<file path="src/rtl/fmt_aux_pkg.sv">
// Package with register layout, reset values and timing constants of the formatter aux block.
package fmt_aux_pkg;
  localparam int          NUM_CH          = 4;     // Channels in the device.
  localparam int          NUM_EDGE        = 4;     // Compare events per channel.
  localparam int          PAT_W           = 8;     // Pattern word and input delay width.
  localparam int          CSR_ADDR_W      = 5;     // Register address width.
  localparam int          CSR_DATA_W      = 16;    // Register data width.
  localparam logic [4:0]  RESET_CTRL_ADDR = 5'h19; // Address of reset_control.
  localparam int          SOFT_RST_BIT    = 0;     // Soft reset bit position.
  localparam int          ERR_RST_BIT     = 3;     // Error and FIFO reset bit position.
  localparam logic [15:0] RESET_CTRL_RST  = 16'h0000; // Reset value of reset_control.
  localparam logic [15:0] RESET_CTRL_WMASK = 16'h0009; // Implemented bits of reset_control.
  localparam int          CLK_MHZ         = 20;    // Master clock rate.
  localparam int          HARD_RST_US     = 20;    // Least hold of the hard reset after clock is stable.
  localparam int          HARD_RST_CYC    = HARD_RST_US * CLK_MHZ; // Cycles of that hold.
  localparam int          MIN_RST_PULSE   = 3;     // Least hard reset pulse in clock periods.
endpackage : fmt_aux_pkg

</file>
<file path="src/rtl/fmt_aux_ctrl.sv">
// Auxiliary formatter control: capture, measurement routing, clock-generator mode and resets.
`timescale 1ns/100ps
`default_nettype none
module fmt_aux_ctrl
  import fmt_aux_pkg::*;
#(
  parameter int NCH = NUM_CH,  // Channel count.
  parameter int PW  = PAT_W    // Pattern and delay width.
) (
  input  wire logic                  clk_sys,             // Master clock.
  input  wire logic                  rst,                 // Asynchronous hard reset, active high.
  input  wire logic                  csr_wr,              // Register write strobe.
  input  wire logic [CSR_ADDR_W-1:0] csr_addr,            // Register address.
  input  wire logic [CSR_DATA_W-1:0] csr_wdata,           // Register write data.
  output logic      [CSR_DATA_W-1:0] csr_rdata,           // Register read data.
  input  wire logic [NCH-1:0]        comp_hi,             // High comparator of each pin.
  input  wire logic [NCH-1:0]        comp_lo,             // Low comparator of each pin.
  input  wire logic [NCH*4-1:0]      compare_strobe,      // Compare event strobes, 4 per pin.
  input  wire logic [NCH*4*3-1:0]    capture_sel,         // Per output: event(2) and level(1).
  output logic      [NCH*4-1:0]      capture_out,         // Captured samples, 4 per pin.
  input  wire logic [2:0]            meas_arm_sel,        // Source of arm: pin*2+level.
  input  wire logic [2:0]            meas_begin_sel,      // Source of start.
  input  wire logic [2:0]            meas_end_sel,        // Source of stop.
  input  wire logic                  meas_drive_en,       // Drive the measurement bus.
  output logic                       meas_arm_out,        // Arm signal.
  output logic                       meas_begin_out,      // Start signal.
  output logic                       meas_end_out,        // Stop signal.
  output logic                       meas_oe,             // Measurement output enable.
  input  wire logic [3:2]            lj_clk_sel,          // Pass the low-jitter clock on ch3/ch2.
  input  wire logic                  lj_clk,              // External low-jitter clock, resampled.
  input  wire logic [NCH-1:0]        fmt_drive_data,      // Formatted drive data per channel.
  output logic                       drive_data_ch3,      // Drive data channel 3.
  output logic                       drive_data_ch2,      // Drive data channel 2.
  output logic      [1:0]            drive_data_lo,       // Drive data channels 1 and 0.
  input  wire logic                  clockgen_mode_enable, // Clock-generator mode request.
  input  wire logic                  period_start_early,  // Shared period start.
  input  wire logic                  pattern_valid,       // Pattern word qualifier.
  input  wire logic [NCH*PW-1:0]     pattern_word,        // Pattern data per channel.
  input  wire logic [PW-1:0]         input_delay,         // Shared input delay.
  input  wire logic [NUM_EDGE-1:0]   edge_fail_mask,      // Fail mask per edge.
  output logic                       clockgen_active,     // Clock-generator mode in force.
  output logic      [NCH-1:0]        ch_period_start,     // Period start per channel.
  output logic      [NCH*PW-1:0]     ch_wave_sel,         // Waveform address per channel.
  output logic      [NCH*PW-1:0]     ch_delay,            // Input delay per channel.
  output logic      [NCH-1:0]        ch_pat_load,         // Pattern load enable per channel.
  output logic      [NUM_EDGE-1:0]   fail_mask_eff,       // Mask applied to accumulation.
  output logic                       soft_reset,          // Register initialise pulse.
  output logic                       err_fifo_reset,      // Error and FIFO reset pulse.
  output logic                       core_rst             // Synchronised reset for the core.
);

  // All module state except the reset synchroniser in one packed record.
  typedef struct packed {
    logic [NCH*4-1:0]      cap_hi;     // High samples taken on events.
    logic [NCH*4-1:0]      cap_lo;     // Low samples taken on events.
    logic [NCH*4-1:0]      cap_out;    // Capture outputs aligned to the tick.
    logic                  arm;        // Registered arm.
    logic                  beg;        // Registered start.
    logic                  fin;        // Registered stop.
    logic                  oe;         // Registered bus enable.
    logic [2:0]            lj_sync;    // Three-stage sampler of the external clock.
    logic                  lj_state;   // Accepted external clock level.
    logic [NCH-1:0]        drv;        // Registered drive data.
    logic                  cg_en;      // Sampled mode enable.
    logic                  cg_act;     // Clock-generator mode active.
    logic [NCH-1:0]        pstart;     // Period start per channel.
    logic [NCH*PW-1:0]     wsel;       // Waveform selection per channel.
    logic [NCH*PW-1:0]     dly;        // Delay per channel.
    logic [NCH-1:0]        load;       // Pattern load per channel.
    logic [NUM_EDGE-1:0]   fmask;      // Effective fail mask.
    logic [CSR_DATA_W-1:0] rctl;       // reset_control register.
    logic [CSR_DATA_W-1:0] rdata;      // Read data.
    logic                  srst;       // Soft reset pulse.
    logic                  erst;       // Error reset pulse.
  } state_t;

  state_t r;    // Registered state.
  state_t nxt;  // Next state.

  logic [1:0] rst_sync_r;  // Reset release synchroniser.
  logic [2*NCH-1:0] comp_vec;  // Comparators interleaved: pin*2 + level(1=low).
  logic meas_arm_mux;    // Arm selector output.
  logic meas_begin_mux;  // Start selector output.
  logic meas_end_mux;    // Stop selector output.

  // The reset is asserted at once but released only after two clock edges.
  always_ff @(posedge clk_sys or posedge rst) begin
    if (rst) begin
      rst_sync_r <= 2'h3;
    end else begin
      rst_sync_r <= {rst_sync_r[0], 1'b0};
    end
  end

  // Comparator vector so any pin and level can be picked by one index.
  genvar gi;
  generate
    for (gi = 0; gi < NCH; gi++) begin : g_cv
      assign comp_vec[2*gi]   = comp_hi[gi];
      assign comp_vec[2*gi+1] = comp_lo[gi];
    end
  endgenerate

  // Three independent selectors, one per measurement signal.
  fmt_sel_mux #(.SRC_W(2*NCH), .SEL_W(3)) u_arm (
    .src (comp_vec),
    .sel (meas_arm_sel),
    .q   (meas_arm_mux)
  );
  fmt_sel_mux #(.SRC_W(2*NCH), .SEL_W(3)) u_begin (
    .src (comp_vec),
    .sel (meas_begin_sel),
    .q   (meas_begin_mux)
  );
  fmt_sel_mux #(.SRC_W(2*NCH), .SEL_W(3)) u_end (
    .src (comp_vec),
    .sel (meas_end_sel),
    .q   (meas_end_mux)
  );

  // Next-state logic for every function of the block except the reset synchroniser.
  always_comb begin
    int ev;
    ev  = 0;
    nxt = r;
    // Samples are caught on each event and held until the tick publishes them.
    for (int c = 0; c < NCH; c++) begin
      for (int e = 0; e < 4; e++) begin
        if (compare_strobe[c*4+e]) begin
          nxt.cap_hi[c*4+e] = comp_hi[c];
          nxt.cap_lo[c*4+e] = comp_lo[c];
        end
      end
    end
    // Each capture output picks an event and a level; the tick retimes it.
    if (period_start_early) begin
      for (int c = 0; c < NCH; c++) begin
        for (int k = 0; k < 4; k++) begin
          ev = c*4 + int'(capture_sel[(c*4+k)*3 +: 2]);
          nxt.cap_out[c*4+k] = capture_sel[(c*4+k)*3+2] ? r.cap_lo[ev]
                                                        : r.cap_hi[ev];
        end
      end
    end
    // Measurement outputs are registered; the enable releases the shared bus.
    nxt.arm = meas_arm_mux;
    nxt.beg = meas_begin_mux;
    nxt.fin = meas_end_mux;
    nxt.oe  = meas_drive_en;
    // The pin clock is resampled; a change counts once two stages agree.
    nxt.lj_sync = {r.lj_sync[1:0], lj_clk};
    if (r.lj_sync[2] == r.lj_sync[1]) begin
      nxt.lj_state = r.lj_sync[2];
    end
    // Only the upper two channels have the clock selector.
    nxt.drv = fmt_drive_data;
    nxt.drv[3] = lj_clk_sel[3] ? r.lj_state : fmt_drive_data[3];
    nxt.drv[2] = lj_clk_sel[2] ? r.lj_state : fmt_drive_data[2];
    // The mode request is taken on the clock so the remap switches cleanly.
    nxt.cg_en  = clockgen_mode_enable;
    nxt.cg_act = r.cg_en & period_start_early;
    // Input remapping per mode.
    for (int c = 0; c < NCH; c++) begin
      if (r.cg_act) begin
        nxt.pstart[c]        = edge_fail_mask[c];
        nxt.wsel[c*PW +: PW] = '0;
        nxt.dly[c*PW +: PW]  = pattern_word[c*PW +: PW];
        nxt.load[c]          = 1'b1;
      end else begin
        nxt.pstart[c]        = period_start_early;
        nxt.wsel[c*PW +: PW] = pattern_word[c*PW +: PW];
        nxt.dly[c*PW +: PW]  = input_delay;
        nxt.load[c]          = pattern_valid;
      end
    end
    nxt.fmask = r.cg_act ? '0 : edge_fail_mask;
    // Reset control bits act as one-cycle pulses and clear themselves.
    nxt.srst = 1'b0;
    nxt.erst = 1'b0;
    nxt.rctl = '0;
    // Soft reset returns reset_control to its reset value but leaves the FIFO path alone.
    // It is applied before the write decode so that a write in the same cycle wins.
    if (r.srst) begin
      nxt.rctl = RESET_CTRL_RST;
    end
    if (csr_wr && csr_addr == RESET_CTRL_ADDR) begin
      nxt.rctl = csr_wdata & RESET_CTRL_WMASK;
      nxt.srst = csr_wdata[SOFT_RST_BIT];
      nxt.erst = csr_wdata[ERR_RST_BIT];
    end
    // Read data shows the reset control; every other address reads zero.
    nxt.rdata = '0;
    if (csr_addr == RESET_CTRL_ADDR) begin
      nxt.rdata = r.rctl;
    end
  end

  // State register; the core reset is the synchronised release.
  always_ff @(posedge clk_sys or posedge rst) begin
    if (rst) begin
      r <= '0;
    end else begin
      r <= nxt;
    end
  end

  assign csr_rdata       = r.rdata;
  assign capture_out     = r.cap_out;
  assign meas_arm_out    = r.arm;
  assign meas_begin_out  = r.beg;
  assign meas_end_out    = r.fin;
  assign meas_oe         = r.oe;
  assign drive_data_ch3  = r.drv[3];
  assign drive_data_ch2  = r.drv[2];
  assign drive_data_lo   = r.drv[1:0];
  assign clockgen_active = r.cg_act;
  assign ch_period_start = r.pstart;
  assign ch_wave_sel     = r.wsel;
  assign ch_delay        = r.dly;
  assign ch_pat_load     = r.load;
  assign fail_mask_eff   = r.fmask;
  assign soft_reset      = r.srst;
  assign err_fifo_reset  = r.erst;
  assign core_rst        = rst_sync_r[1];

  // Mode becomes active one cycle after enable and period start were seen.
  property p_cg_act;
    @(posedge clk_sys) disable iff (rst)
      $past(r.cg_en) && $past(period_start_early) |-> clockgen_active;
  endproperty
  a_cg_act: assert property (p_cg_act) else $error("clockgen mode not entered");

  // No masking while clock-generator mode holds.
  property p_no_mask;
    @(posedge clk_sys) disable iff (rst)
      $past(clockgen_active) |-> fail_mask_eff == '0;
  endproperty
  a_no_mask: assert property (p_no_mask) else $error("mask in clockgen mode");

  // Waveform selection is zero in clock-generator mode.
  property p_wsel_zero;
    @(posedge clk_sys) disable iff (rst)
      $past(clockgen_active) |-> ch_wave_sel == '0;
  endproperty
  a_wsel_zero: assert property (p_wsel_zero) else $error("waveform not at zero");

  // Channel period start follows its mask bit in clock-generator mode.
  property p_cg_start;
    @(posedge clk_sys) disable iff (rst)
      $past(clockgen_active) |-> ch_period_start == $past(edge_fail_mask);
  endproperty
  a_cg_start: assert property (p_cg_start) else $error("period start remap wrong");

  // Normal mode uses the shared delay, checked on channel 0.
  property p_norm_dly;
    @(posedge clk_sys) disable iff (rst)
      !$past(rst) && !$past(clockgen_active) |-> ch_delay[PW-1:0] == $past(input_delay);
  endproperty
  a_norm_dly: assert property (p_norm_dly) else $error("shared delay not used");

  // Normal mode mask follows the input mask.
  property p_norm_mask;
    @(posedge clk_sys) disable iff (rst)
      !$past(rst) && !$past(clockgen_active) |-> fail_mask_eff == $past(edge_fail_mask);
  endproperty
  a_norm_mask: assert property (p_norm_mask) else $error("mask not applied");

  // A write of bit 3 gives a reset pulse in the next cycle.
  property p_err_rst;
    @(posedge clk_sys) disable iff (rst)
      csr_wr && csr_addr == RESET_CTRL_ADDR && csr_wdata[ERR_RST_BIT]
      |=> err_fifo_reset;
  endproperty
  a_err_rst: assert property (p_err_rst) else $error("error reset pulse wrong");

  // Without such a write the pulse stays low, so back-to-back writes give one each.
  property p_err_only;
    @(posedge clk_sys) disable iff (rst)
      !(csr_wr && csr_addr == RESET_CTRL_ADDR && csr_wdata[ERR_RST_BIT])
      |=> !err_fifo_reset;
  endproperty
  a_err_only: assert property (p_err_only) else $error("stray error reset pulse");

  // Soft reset pulse follows a write of bit 0.
  property p_soft_rst;
    @(posedge clk_sys) disable iff (rst)
      csr_wr && csr_addr == RESET_CTRL_ADDR && csr_wdata[SOFT_RST_BIT] |=> soft_reset;
  endproperty
  a_soft_rst: assert property (p_soft_rst) else $error("soft reset missing");

  // Core reset stays asserted for two edges after release.
  property p_rst_rel;
    @(posedge clk_sys) $fell(rst) |-> core_rst;
  endproperty
  a_rst_rel: assert property (p_rst_rel) else $error("reset released early");

  // The core reset drops on the second edge after release and not later.
  property p_rst_done;
    @(posedge clk_sys) disable iff (rst)
      $fell(rst) |-> core_rst ##1 core_rst ##1 !core_rst;
  endproperty
  a_rst_done: assert property (p_rst_done) else $error("core reset release wrong");

  // Measurement enable follows its request one cycle later.
  property p_meas_oe;
    @(posedge clk_sys) disable iff (rst)
      meas_drive_en |=> meas_oe;
  endproperty
  a_meas_oe: assert property (p_meas_oe) else $error("bus enable lost");

  // Dropping the request releases the shared bus one cycle later.
  property p_meas_rel;
    @(posedge clk_sys) disable iff (rst)
      !meas_drive_en |=> !meas_oe;
  endproperty
  a_meas_rel: assert property (p_meas_rel) else $error("bus not released");

  // The arm output carries the selected comparator one cycle later.
  property p_meas_route;
    @(posedge clk_sys) disable iff (rst)
      !$past(rst) |-> meas_arm_out == $past(comp_vec[meas_arm_sel]);
  endproperty
  a_meas_route: assert property (p_meas_route) else $error("arm routing wrong");

endmodule : fmt_aux_ctrl
`default_nettype wire

</file>
<file path="src/rtl/fmt_sel_mux.sv">
// Selector that picks one bit of a source vector by an index.
`timescale 1ns/100ps
`default_nettype none
module fmt_sel_mux #(
  parameter int SRC_W = 8,  // Number of selectable sources.
  parameter int SEL_W = 3   // Width of the index.
) (
  input  wire logic [SRC_W-1:0] src,  // Candidate bits.
  input  wire logic [SEL_W-1:0] sel,  // Index of the bit to pass.
  output logic                  q     // Selected bit.
);
  // An index beyond the source list yields zero rather than an unknown.
  always_comb begin
    q = 1'b0;
    if (32'(sel) < SRC_W) begin
      q = src[sel];
    end
  end
endmodule : fmt_sel_mux
`default_nettype wire

</file>
<file path="config.mk">
export PLATFORM = sky130hd
export DESIGN_NAME = fmt_aux_ctrl
export DESIGN_NICKNAME = d
export VERILOG_FILES = /design/src/rtl/fmt_aux_pkg.sv /design/src/rtl/fmt_aux_ctrl.sv /design/src/rtl/fmt_sel_mux.sv
export SDC_FILE = /design/constraint.sdc
export NUM_CORES = 1
export LEC_CHECK = 0
export ABC_AREA = 1
export BUFFER_PORTS_ARGS = -buffer_cell sky130_fd_sc_hd__buf_4
export CAP_MARGIN = 20
export CORE_MARGIN = 5
export CORE_UTILIZATION = 50
export CTS_BUF_LIST = sky130_fd_sc_hd__clkbuf_4
export CTS_CLUSTER_SIZE = 24
export DETAILED_ROUTE_END_ITERATION = 6
export HOLD_SLACK_MARGIN = 0.02
export PLACE_DENSITY_LB_ADDON = 0.15
export RECOVER_POWER = 50
export SYNTH_ARGS = -nofsm -noshare
export SYNTH_HDL_FRONTEND = slang
export SYNTH_SLANG_ARGS = --single-unit
</file>
<file path="constraint.sdc">
create_clock -name clk_sys -period 10.1 [get_ports clk_sys]
set_input_delay 0 -clock clk_sys [delete_from_list [all_inputs] [get_ports clk_sys]]
set_output_delay 0 -clock clk_sys [all_outputs]
set_load 0.01 [all_outputs]
</file>
### Word level (Yosys, flattened, before mapping)

Cells that the tools add are included.
Widths: inputs -> output; s select.

* equality and inequality tests: 2
* reduce and logical (&&, ||, !) cells: 1
* bitwise operators: 1
* $lt $le $gt $ge: 19
* add/subtract/negate cells: 12
* multiplexer cells: 129

Operators with widths (number)
* $bmux 1 s4: 24
* $mux 1: 82
* $mux 8: 8
* $add 4x2->5 const A: 8
* $lt 5x5->1 const B: 8
* $lt 2x5->1 const B: 4
* $lt 4x5->1 const B: 4
* $add 3x2->4 const A: 4
* $bmux 1 s2: 8
* $mux 16: 1
* $lt 3x4->1 const B: 3
* $bmux 1 s3: 3
* $mux 4: 2
* $eq 5x5->1 const B: 1
* $mux 2: 1
* $and 1x1->1: 1
* $eq 1x1->1: 1
* $logic_and 1x1->1: 1

* bits of input ports: 160
* register bits: 171

### Logic depth before layout (Yosys ltp)

* word-level depth: 5
* depth in mapped cells: 6
* depth with buffers taken out: 6

### By module

Synthesis repeated with hierarchy kept, for this count alone.

* cells, all modules: 891
* area total of the unflattened synthesis: 7098.1 um^2

Modules (own cells, without submodules)
* fmt_aux_ctrl: cells an instance 807, area each 6767.7 um^2, instances 1
* fmt_sel_mux: cells an instance 28, area each 110.1 um^2, instances 3

### Worst setup path after synthesis

Ideal clock, no wire load.

* path kind: register -> register
* start: reg r (netlist bit clockgen_active)
* end: reg r (netlist bit ch_pat_load[0])
* stages on the path, launching flop included: 3
* clock period less this slack: 991 ps
* buffers on the path: 1
* library setup time: 127 ps
* arrival: 864 ps
* required time: 9973 ps
* path slack: 9109 ps
* cells stage by stage: dfrtp_1 > buf_2 > or2_2

RTL lines
* from (decl): line fmt_aux_ctrl.sv:77 `state_t r;`
* from (signal assigned): line fmt_aux_ctrl.sv:203 `r <= nxt;`

==> impl_metrics.ini <==
[timing]
setup_tns_ns = 0
tightest_slew_ns = 3.11
rsz0062_at_grt = no
final_hold_viol_count = 0
finalClockSkew_ns = 0.0150
setup_violations = 0
final.period_utilization_pct = 29.0
relSlewSlack_pct = -109
final_max_slew_viol_count = 109
layout_min_cycle_time_ns = 2.93
fmax_mhz = 341

[worst_setup_path]
required_ns = 10.66
cp.buffers_inverters = 4
worstSetupPathType = input port to asynchronous set/reset pin
cpLargestDelayFamily = buffers and inverters
cp_slowest_cell = clkinvlp_2
reg2reg_depth = 8
r2r_slack_ns = 7.94
cp_max_fo = 73
endpoint_kind = asynchronous set/reset pin
rr_endpoint = capture_out[9]
reg2reg_from = r[151]
cp.arrival_ns = 3.49
slowest_delay_ns = 1.72
path_cells = dlygate4sd3_1 -> clkbuf_4 -> clkinvlp_2 -> buf_4
critPathLaunchType = input port

[clock_network]
clk_path_buf_depth = 2
post_cts_buffers = 0
htreeDepth = 4
cts_buffers = 17
root_buffer = clkbuf_4
clkLatencyLatePin_ns = 0.54
clkTransAtPathRegs_ns = 0.12
cts_tree = yes
cts_sinks = 141

[pwr]
powerDensity_nw_per_um2 = 131
internal_power_uw = 910
p_sw_uw = 381
p_leak_nw = 5.12
pwr-share-seq_pct = 48.4
comb_power_share_pct = 23.7
total_power_mw = 1.29
peakVddDrop_mv = 0.0710
pwr-share-clk_pct = 27.9
swShare_pct = 29.5

[logic_synthesis]
synth_edf_count = 0
async_reset_ff_share_pct = 100
avgSynthCellArea_sq_um = 8.16
syn_area_sq_um = 6940
yosysMostFrequentCell = nand2_1
synth_top_area_share_pct = 50.1
yosysWarnings = 0
ys_types = 20
synth_common_cells = nand2_1, dfrtp_1, buf_4, inv_1, nand3_1
synth.area.top_cells = dfrtp_1, buf_4, nand2_1
synth_cells = 851
synth.largest_area_cell = dfrtp_1
ys_seq_area_share_pct = 50.8
dominantRegCellSynth = dfrtp_1
ys_seq_elements = 141

[placement]
dpl.hpwl_microns = 12900
port-buffer-count = 251
dp.cells = 1177
postPlaceCellArea_sq_um = 8240
routabilityCongestion = 0.846

[grt]
antenna_found_initial = 0
grt_usage_pct = 24.5
first_global_vias = 6457
grt_overflow_total = 0
grt_max_degree = 74
grt_pass1_wl_microns = 31600

[finish]
stdcell_count = 1361
num_antenna_cells = 0
area_growth_pct = 41.6
layout-drive-gt1-share_pct = 21.2
nets = 1328
design_area_sq_um = 9830

[route]
drc = 0
num_vias = 6454
final_antenna_net_count = 0
vias_per_cell = 4.74
wl_microns = 20000
wl_per_cell_microns = 14.7
dr.pass1.iters = 5
drtIter0Drc = 481

[die]
die_h_microns = 128
num_rows = 43
ioPinCount = 280
core-area_sq_um = 13800
initial_core_util_pct = 50.4
die-area_sq_um = 16300
fp.dieW_microns = 128

[run_status]
outcome = complete, but fails checks
violations = capacitance limit, slew limit

[worst_hold_path]
worstHoldStart = meas_drive_en
min_to = meas_oe
hp-class = input port to flip-flop
hold_depth = 2

[job]
maxCapViolations = 2
[flip-flops by register name (all words and copies together) (netlist names), 2 cells and up]
| register | count |
|---|---|
| r | 36 |
| ch_delay | 32 |
| ch_wave_sel | 32 |
| capture_out | 16 |
| ch_period_start | 4 |
| fail_mask_eff | 4 |
| csr_rdata | 2 |
| drive_data_lo | 2 |
| nxt | 2 |
| rst_sync_r | 2 |
[area by class of cell]
type | instances | area, sq um
fill | 1095 | 3940
sequential | 141 | 3530
timing repair buffer | 405 | 3220
multi-input combinational | 483 | 2130
inverter | 120 | 452
tap | 180 | 225
clock inverter | 14 | 144
clock buffer | 18 | 135
[power by group through the flow]
stage                     sequential (mW)  clock [mW]  combinational (mW)
final                               0.625       0.360               0.306
after global routing                0.630       0.395               0.337
after CTS                           0.625       0.369               0.315
after detailed placement            0.635           0               0.257
after global placement              0.635           0               0.252
after floorplan                     0.634           0               0.165
[how the worst max path moves through the flow]
| stage | from | to | slack (ns) | cells past startpoint |
|---|---|---|---|---|
| 6_report | rst | ch_wave_sel[4] | 7.17 | 4 |
| 4_1_cts | r[148] | capture_out[9] | 8.01 | 8 |
| 3_5_place_dp | rst | ch_pat_load[0] | 8.56 | 3 |
| 2_1_floorplan | rst | capture_out[0] | 6.32 | 1 |
| 3_3_place_gp | rst | ch_wave_sel[23] | 8.58 | 3 |
| 5_1_grt | rst | ch_delay[17] | 6.61 | 4 |
[layer usage]
layer | track usage (%) | vias up | routed length (microns)
met3 | 6.21 | 38 | 1450
met2 | 42.3 | 252 | 10100
li1 | - | 3162 | -
met4 | 10.4 | 0 | 527
met1 | 29.0 | 3002 | 7900
met5 | 0 | - | 0
[per-stage QoR]
step / hold slack (ns) / utilization, % / setup slack, ns
2_1_floorplan: 0.0314 / - / 6.32
3_3_place_gp: 0.110 / 59.8 / 8.58
3_5_place_dp: 0.111 / 59.8 / 8.56
4_1_cts: 0.0492 / 72.9 / 8.01
5_1_grt: 0.0597 / 71.4 / 6.61
6_report: 0.123 / 71.4 / 7.17
[placed cells by master, fill, tap and decap left out, types with 6 or more instances in the layout]
| master | synthesis | routed |
|---|---|---|
| clkbuf_4 | 0 | 25 |
| o21ai_1 | 15 | 15 |
| nand2_1 | 211 | 211 |
| inv_1 | 106 | 105 |
| dlygate4sd3_1 | 0 | 152 |
| conb_1 | 1 | 15 |
| nand3b_1 | 12 | 12 |
| clkbuf_1 | 0 | 54 |
| a21oi_1 | 6 | 6 |
| inv_2 | 14 | 14 |
| o21ai_0 | 71 | 71 |
| dfrtp_1 | 139 | 139 |
| buf_4 | 112 | 192 |
| nor2_1 | 46 | 46 |
| nand3_1 | 101 | 101 |
[kinds of logic after synthesis]
group                      after synthesis  synth area share, %
other                                    1               0.0540
adders and majority gates                1                0.144
buffers and inverters                  241                 19.2
muxes                                    2                0.324
and+or+nand+nor                        373                 22.8
DFF                                    141                 50.8
AOI/OAI and AO/OA                       92                 6.63
[repair_timing]
action	CTS	global route
hold endpoints to repair	204	0
resized for setup	0	0
hold buffers	152	0
Power figures use the tool's default switching activity.
